**src/verilog/watchdog_pkg.sv**
```systemverilog
// Purpose: shared constants and types of the watchdog control block
// Assumes: 100 MHz system clock, byte-wide processor register port
// Notes: timeout counts are in watchdog oscillator cycles
package watchdog_pkg;
    // ****************************************
    // register map
    // ****************************************
    localparam logic [7:0] CONTROL_STATUS_ADDR = 8'h60;
    localparam logic [7:0] RESET_CAUSE_ADDR = 8'h54;
    localparam logic [7:0] CONTROL_RESET = 8'h00;
    localparam int POWER_ON_BIT = 0;
    localparam int EXTERNAL_BIT = 1;
    localparam int BROWNOUT_BIT = 2;
    localparam int WATCHDOG_BIT = 3;
    // ****************************************
    // timing
    // ****************************************
    localparam int CLOCK_MHZ = 100;
    localparam int CHANGE_WINDOW_CYCLES = 4;
    localparam int OSC_KHZ = 128;
    localparam int COUNT_WIDTH = 20;
    localparam int BASE_TIMEOUT_CYCLES = 2048;
    localparam logic [3:0] LAST_VALID_SELECT = 4'h9;
    localparam int SYNC_STAGES = 2;
    // ****************************************
    // types
    // ****************************************
    typedef struct packed {
        logic interrupt_flag;
        logic interrupt_enable;
        logic prescaler_high;
        logic change_enable;
        logic reset_enable;
        logic [2:0] prescaler_low;
    } control_type;
    typedef enum {MODE_STOPPED, MODE_INTERRUPT, MODE_RESET, MODE_COMBINED} mode_type;
endpackage : watchdog_pkg

```
**src/verilog/watchdog_control.sv**
```systemverilog
// Purpose: watchdog control register, timeout counter and reset cause flags
// Assumes: i_reset is the power-on reset; oscillator, pin reset and fuse are asynchronous
// Notes: registers are reached through the processor byte port at their printed offsets
`timescale 1ns/1ns
`default_nettype none
// Notes on behaviour
// - external reset sets external flag; power-on reset or writing zero clears it.
// - power-on reset sets power-on flag; only writing zero clears it.
// - timeout in interrupt operation sets the interrupt flag, control bit 7.
// - interrupt flag clears on vector execution or on writing one to it.
// - interrupt requested only with global enable, interrupt enable and flag all set.
// - fuse unprogrammed: reset-enable/interrupt-enable pick stopped, interrupt, reset, combined.
// - combined mode vector execution clears interrupt enable and flag.
// - combined mode timeout with interrupt still pending gives system reset.
// - fuse programmed forces system-reset mode regardless of enable bits.
// - clearing reset-enable or changing prescaler needs change-enable; it self-clears after four cycles.
// - reset-enable held set while watchdog reset cause flag is set.
// - prescaler code selects 2048 shifted by code oscillator cycles; 10 to 15 reserved.
// - control bits: 7 flag, 6 enable, 5 prescaler3, 4 change, 3 reset, 2:0 prescaler.
// - prescaler applies to the timeout only while the watchdog runs.
// - watchdog system reset sets the watchdog reset cause flag.
// - counter counts cycles of the separate 128 kHz oscillator.
// - restart instruction clears the counter to zero before timeout.
module watchdog_control
    import watchdog_pkg::*;
(
    input wire logic i_clock,
    input wire logic i_reset,
    input wire logic i_osc_clock,
    input wire logic i_external_reset_n,
    input wire logic i_always_on_fuse,
    input wire logic [7:0] i_address,
    input wire logic i_write,
    input wire logic [7:0] i_write_data,
    input wire logic i_read,
    input wire logic i_global_interrupt_enable,
    input wire logic i_vector_executed,
    input wire logic i_restart,
    output logic [7:0] o_read_data,
    output logic o_interrupt_request,
    output logic o_system_reset
);
    // ****************************************
    // pin synchronisers
    // ****************************************
    logic osc_sync;
    logic ext_n_sync;
    logic fuse_sync;
    logic osc_prev_r;
    logic ext_prev_n_r;

    level_sync #(.RESET_VALUE(1'b0)) u_osc_sync (
        .i_clock(i_clock),
        .i_reset(i_reset),
        .i_level(i_osc_clock),
        .o_level(osc_sync)
    );
    level_sync #(.RESET_VALUE(1'b1)) u_ext_sync (
        .i_clock(i_clock),
        .i_reset(i_reset),
        .i_level(i_external_reset_n),
        .o_level(ext_n_sync)
    );
    level_sync #(.RESET_VALUE(1'b1)) u_fuse_sync (
        .i_clock(i_clock),
        .i_reset(i_reset),
        .i_level(i_always_on_fuse),
        .o_level(fuse_sync)
    );

    always_ff @(posedge i_clock) begin
        if (i_reset) begin
            osc_prev_r <= 1'b0;
            ext_prev_n_r <= 1'b1;
        end else begin
            osc_prev_r <= osc_sync;
            ext_prev_n_r <= ext_n_sync;
        end
    end

    logic osc_tick;
    logic ext_reset;
    logic fuse_programmed;
    assign osc_tick = osc_sync & ~osc_prev_r;
    assign ext_reset = ~ext_n_sync;
    assign fuse_programmed = ~fuse_sync;

    // ****************************************
    // state
    // ****************************************
    control_type control_r;
    logic [3:0] cause_r;
    logic [2:0] window_count_r;
    logic [COUNT_WIDTH-1:0] count_r;
    logic wdog_reset;
    logic timeout;
    logic wr_control;
    logic wr_cause;
    control_type wr_value;
    mode_type mode;
    logic eff_reset_enable;
    logic eff_int_enable;

    assign wr_control = i_write && (i_address == CONTROL_STATUS_ADDR);
    assign wr_cause = i_write && (i_address == RESET_CAUSE_ADDR);
    assign wr_value = control_type'(i_write_data);
    assign eff_reset_enable = control_r.reset_enable | cause_r[WATCHDOG_BIT]
        | fuse_programmed;
    assign eff_int_enable = control_r.interrupt_enable & ~fuse_programmed;

    always_comb begin
        unique case ({eff_reset_enable, eff_int_enable})
            2'b00: mode = MODE_STOPPED;
            2'b01: mode = MODE_INTERRUPT;
            2'b10: mode = MODE_RESET;
            2'b11: mode = MODE_COMBINED;
        endcase
    end

    // ****************************************
    // timeout counter
    // ****************************************
    logic [3:0] select;
    logic [COUNT_WIDTH-1:0] limit;
    assign select = (control_r.prescaler_high && control_r.prescaler_low > 3'h1)
        ? LAST_VALID_SELECT : {control_r.prescaler_high, control_r.prescaler_low};
    assign limit = COUNT_WIDTH'((BASE_TIMEOUT_CYCLES << select) - 1);
    assign timeout = (mode != MODE_STOPPED) && osc_tick && (count_r == limit);

    always_ff @(posedge i_clock) begin
        if (i_reset) begin
            count_r <= '0;
        end else if (ext_reset || wdog_reset || i_restart || mode == MODE_STOPPED) begin
            count_r <= '0;
        end else if (osc_tick) begin
            count_r <= (count_r >= limit) ? '0 : count_r + 1'b1;
        end
    end

    // ****************************************
    // timeout action
    // ****************************************
    assign wdog_reset = timeout && (mode == MODE_RESET
        || (mode == MODE_COMBINED && control_r.interrupt_flag));

    always_ff @(posedge i_clock) begin
        if (i_reset) begin
            o_system_reset <= 1'b0;
        end else begin
            o_system_reset <= wdog_reset;
        end
    end

    // ****************************************
    // change window
    // ****************************************
    logic window_open;
    assign window_open = control_r.change_enable;

    always_ff @(posedge i_clock) begin
        if (i_reset || ext_reset || wdog_reset) begin
            window_count_r <= '0;
        end else if (wr_control && wr_value.change_enable) begin
            window_count_r <= 3'(CHANGE_WINDOW_CYCLES);
        end else if (window_count_r != '0) begin
            window_count_r <= window_count_r - 1'b1;
        end
    end

    // ****************************************
    // control register
    // ****************************************
    always_ff @(posedge i_clock) begin
        if (i_reset || ext_reset || wdog_reset) begin
            control_r <= control_type'(CONTROL_RESET);
        end else begin
            if (timeout && (mode == MODE_INTERRUPT || mode == MODE_COMBINED)) begin
                control_r.interrupt_flag <= 1'b1;
            end else if (i_vector_executed || (wr_control && wr_value.interrupt_flag)) begin
                control_r.interrupt_flag <= 1'b0;
            end
            if (i_vector_executed && mode == MODE_COMBINED) begin
                control_r.interrupt_enable <= 1'b0;
            end else if (wr_control) begin
                control_r.interrupt_enable <= wr_value.interrupt_enable;
            end
            if (wr_control) begin
                if (window_open) begin
                    control_r.reset_enable <= wr_value.reset_enable;
                    control_r.prescaler_high <= wr_value.prescaler_high;
                    control_r.prescaler_low <= wr_value.prescaler_low;
                end else begin
                    control_r.reset_enable <= control_r.reset_enable
                        | wr_value.reset_enable;
                end
            end
            if (wr_control && wr_value.change_enable) begin
                control_r.change_enable <= 1'b1;
            end else if (window_count_r == 3'h1 || (wr_control && window_open)) begin
                control_r.change_enable <= 1'b0;
            end
        end
    end

    // ****************************************
    // reset cause flags
    // ****************************************
    always_ff @(posedge i_clock) begin
        if (i_reset) begin
            cause_r <= 4'h1;
        end else begin
            cause_r[POWER_ON_BIT] <= cause_r[POWER_ON_BIT]
                & ~(wr_cause & ~i_write_data[POWER_ON_BIT]);
            cause_r[BROWNOUT_BIT] <= 1'b0;
            if (ext_reset && ext_prev_n_r) begin
                cause_r[EXTERNAL_BIT] <= 1'b1;
            end else if (wr_cause && !i_write_data[EXTERNAL_BIT]) begin
                cause_r[EXTERNAL_BIT] <= 1'b0;
            end
            if (wdog_reset) begin
                cause_r[WATCHDOG_BIT] <= 1'b1;
            end else if (wr_cause && !i_write_data[WATCHDOG_BIT]) begin
                cause_r[WATCHDOG_BIT] <= 1'b0;
            end
        end
    end

    // ****************************************
    // read port and interrupt request
    // ****************************************
    control_type control_view;
    always_comb begin
        control_view = control_r;
        control_view.reset_enable = eff_reset_enable;
        control_view.interrupt_enable = eff_int_enable;
    end

    always_ff @(posedge i_clock) begin
        if (i_reset) begin
            o_read_data <= 8'h00;
        end else if (i_read && i_address == CONTROL_STATUS_ADDR) begin
            o_read_data <= control_view;
        end else if (i_read && i_address == RESET_CAUSE_ADDR) begin
            o_read_data <= {4'h0, cause_r};
        end else begin
            o_read_data <= 8'h00;
        end
    end

    always_ff @(posedge i_clock) begin
        if (i_reset) begin
            o_interrupt_request <= 1'b0;
        end else begin
            o_interrupt_request <= i_global_interrupt_enable & eff_int_enable
                & control_r.interrupt_flag & ~i_vector_executed;
        end
    end
endmodule : watchdog_control
`default_nettype wire

```
**src/verilog/level_sync.sv**
```systemverilog
// Purpose: two-flop synchroniser for levels arriving from outside the clock domain
// Assumes: input changes slowly relative to the clock
// Notes: first stage is read only by the second
`timescale 1ns/1ns
`default_nettype none
module level_sync
    import watchdog_pkg::*;
#(
    parameter logic RESET_VALUE = 1'b0
) (
    input wire logic i_clock,
    input wire logic i_reset,
    input wire logic i_level,
    output logic o_level
);
    logic meta_r;
    logic stable_r;

    always_ff @(posedge i_clock) begin
        if (i_reset) begin
            meta_r <= RESET_VALUE;
            stable_r <= RESET_VALUE;
        end else begin
            meta_r <= i_level;
            stable_r <= meta_r;
        end
    end

    assign o_level = stable_r;
endmodule : level_sync
`default_nettype wire

```
**config.mk**
```make
export PLATFORM = sky130hd
export DESIGN_NAME = watchdog_control
export DESIGN_NICKNAME = d
export VERILOG_FILES = /design/src/verilog/watchdog_pkg.sv /design/src/verilog/watchdog_control.sv /design/src/verilog/level_sync.sv
export SDC_FILE = /design/constraint.sdc
export NUM_CORES = 1
export LEC_CHECK = 0
export BUFFER_PORTS_ARGS = -buffer_cell sky130_fd_sc_hd__buf_2
export CAP_MARGIN = 15
export CORE_MARGIN = 4
export CORE_UTILIZATION = 35
export CTS_CLUSTER_DIAMETER = 60
export DETAILED_ROUTE_END_ITERATION = 8
export GPL_TIMING_DRIVEN = 0
export PLACE_DENSITY_LB_ADDON = 0.25
export SETUP_SLACK_MARGIN = 0.15
export SLEW_MARGIN = 5
export SYNTH_ARGS = -nofsm -noshare
export SYNTH_HDL_FRONTEND = slang
export SYNTH_SLANG_ARGS = --single-unit
```
**constraint.sdc**
```tcl
create_clock -name i_clock -period 5.44 [get_ports i_clock]
set_clock_uncertainty 0.2 [all_clocks]
set_input_delay 1.088 -clock i_clock [delete_from_list [all_inputs] [get_ports i_clock]]
set_output_delay 1.088 -clock i_clock [all_outputs]
set_load 0.02 [all_outputs]
```
==> metrics.txt <==
TritonCTS sink count 52; final-stage net count 346; die height 91.60 µm; largest net degree at the start of global routing 16; clk slew on worst S/H paths 90 ps; First DRT Iteration DRCs 116; starting density of the core 0.3600; post-route ant nets 0; post-DR wirelength/cell 12.31 µm; initial antenna violation count 0; ys async rst share 0; first-pass detailed-route iteration total 4; share of layout cells above drive strength 1 0.2150; Post-Synth Adder-Cell Area 0.07161; Root Buffer Master clkbuf_8; Syn Area/Cell 9.266 µm²; Final setup viols 0; Static Leak 1.118 nW; Total Routing Usage GR 0.1234; gate count of the mapped netlist 264; Core Area 6794 µm²; status finished clean; post-synth top area share 0.4256; mux share of post-synthesis cell area 0.01228; r2r endpoint control_r[3]; post-DR vias/cell 4.712; final worst slack 2246 ps; Post-CTS Repair Setup Buffers 0; Die Wd 91.60 µm; Seq cells post-synth 52; hpwl dp 3788 µm; critical path startpoint category register; CTS Buf Count 5; setup slack, reg-to-reg 2250 ps; top cells by area, synth dfxtp_1 43%, ha_1 7.2%, nor2_1 5.2%; fin crit period 3194 ps; setup TNS 0 ps; Peak Freq 0.3131 GHz; fill count 687; Warnings, synthesis 0; multi-input combinational cell area 1311 µm²; HP Class register to register; RSZ-0062 raised after global routing no; reg-to-reg critical path startpoint control_r[5]; vias in the first global route 1793; num rows 30; Arrival @ worst endpoint 3200 ps; fraction of the mapped netlist area in simple logic gates 0.2890; crit path capture control_r[3]; Total Wirelength 4961 µm; register area 1041 µm²; Yosys cell types 43; TritonCTS clock tree built; Reg2Reg Depth 13; first-pass GRT wire length 8411 µm; Syn-to-layout area delta 15.91%; dominant synthesized flop cell dfxtp_1; Final Max Tran Viols 0; routability congestion estimate 0.7665; Syn Std Cell Area 2446 µm²; Setup CP Type register to register; CP Launch Point control_r[5]; Max H-tree Level 2; # IOs 36; pre-CTS WS 2223 ps; area leader, netlist dfxtp_1; Final Hold Fails 0; Synth Area in Compound Gates 0.08798; slew of the pin with the lowest slew margin 442.2 ps; Antenna Diode Count 0; Worst-Skew Late Latency 310 ps; largest family of logic cells by synthesized area simple AND/OR/NAND/NOR gates; number of flops mapped to enable cells by yosys 0; Post-CTS Resized 0; hold-fix buffers at CTS 0; Relative slew margins 0.7049; pwr/cell area 251.5 nW/µm²; Synth Area in XOR/XNOR 0.07519; Hold Slack 214.3 ps; max-cap violation count 0; Req. time, crit path 5440 ps; Worst setup EP type register; port bufs 35; crit-path max FO 9; net count after synthesis 304; die footprint 8391 µm²; global route overflow 0; Max IR drop VDD 140.0 µV; total vias in the final route 1899; DRC Markers 0; sequential fraction of the synthesis area 0.4256; CTS Buffer Depth 2; final worst-path cycle share 0.5871
metrics by stage:
step           power, mW  cells  cell area (µm²)    util
6_report          0.7129    403             2835  0.4173
5_1_grt           0.7466    403             2835  0.4173
4_1_cts           0.7225    403             2835  0.4173
3_5_place_dp      0.4905    395             2741  0.4035
3_3_place_gp      0.4878    395             2741  0.4035
2_1_floorplan     0.4680    264             2446       -
cells by family after synthesis:
kind of cell	Yosys count
fa+ha+maj	14
compound gates	34
mux	3
simple gates	123
xor+xnor	21
flops	52
buf+inv	17
report_power, final:
| part | internal [mW] | switching, mW | total [mW] |
|---|---|---|---|
| registers | 0.393 | 0.00646 | 0.399 |
| logic | 0.0404 | 0.0418 | 0.0823 |
| clock network | 0.104 | 0.128 | 0.231 |
placed cells by master (no fill, tap or decap), types with 2 or more instances in the layout:
| cell | netlist | routed |
|---|---|---|
| nor2_2 | 3 | 3 |
| nand2b_1 | 5 | 5 |
| nor2_1 | 34 | 34 |
| nor2b_1 | 7 | 7 |
| xnor2_1 | 9 | 9 |
| mux2i_1 | 3 | 3 |
| nand2_1 | 16 | 16 |
| nand3_1 | 10 | 10 |
| dfxtp_1 | 52 | 52 |
| o21ai_0 | 8 | 8 |
| nor4_1 | 5 | 5 |
| a21oi_1 | 16 | 16 |
| and2_1 | 3 | 3 |
| clkbuf_8 | 0 | 6 |
| clkbuf_1 | 4 | 5 |
| xor2_1 | 12 | 12 |
| nand3_2 | 2 | 2 |
| nor3_4 | 2 | 2 |
| nand3b_1 | 5 | 5 |
| or2_2 | 5 | 5 |
| buf_2 | 0 | 35 |
| nor3_1 | 2 | 2 |
| a22o_1 | 2 | 2 |
| nand4_1 | 8 | 8 |
| buf_6 | 4 | 4 |
| and3_1 | 7 | 7 |
| inv_1 | 9 | 9 |
| ha_1 | 14 | 14 |
flip-flops by register name (all words and copies together) (netlist names), 3 cells and up:
name,flops
window_count_r,3
o_read_data,8
cause_r,3
control_r,7
count_r,20
layout make-up:
cell class / count / area share
sequential: 52 / 0.3672
clock inverter: 1 / 0.002648
inverter: 9 / 0.01192
buffer: 8 / 0.02118
multi-input combinational: 195 / 0.4625
tap: 96 / 0.04237
timing repair buffer: 35 / 0.06178
clock buffer: 7 / 0.03045
per-layer routing:
metal | share of wire | global-route usage | vias up
met4 | 0.0075 | 0.03769 | 0
met1 | 0.50 | 0.1725 | 874
met2 | 0.45 | 0.1850 | 25
met3 | 0.036 | 0.03231 | 5
met5 | 0 | 0 | -
li1 | - | - | 995
Yosys cell counts (all sizes together) (2+ instances only):
cell type,n
o21ai,8
nand2b,5
nor2,37
and3,8
nand3,12
buf,4
nor4,5
nor3,4
mux2i,3
nor4b,2
nand3b,5
clkbuf,4
and2,3
xnor2,9
xor2,12
nand2,17
a22o,2
nand4,9
a21oi,16
or2,5
ha,14
inv,9
dfxtp,52
nor2b,7
worst max-delay path: stages (launching register included):
cell and delay [ps]:
dfxtp_1 310, clkbuf_1 190, nor2_1 250, nand2_1 140, ha_1 250, nor3_1 150
a21o_1 100, a32oi_1 110, ha_1 330, nand4_1 140, nor4_1 300, o2111ai_1 280
nand2_2 270, nor2_1 70
how the worst min path moves through the flow:
| stage | startpoint | to | cells past startpoint |
|---|---|---|---|
| after detailed placement | u_ext_sync.meta_r | u_ext_sync.o_level | 1 |
| final | u_ext_sync.meta_r | u_ext_sync.o_level | 1 |
| after CTS | u_ext_sync.meta_r | u_ext_sync.o_level | 1 |
| after global routing | u_fuse_sync.meta_r | u_fuse_sync.o_level | 1 |
| after floorplan | u_ext_sync.meta_r | u_ext_sync.o_level | 1 |
| after global placement | u_ext_sync.meta_r | u_ext_sync.o_level | 1 |
No activity file was read; power rests on OpenSTA's default activity.
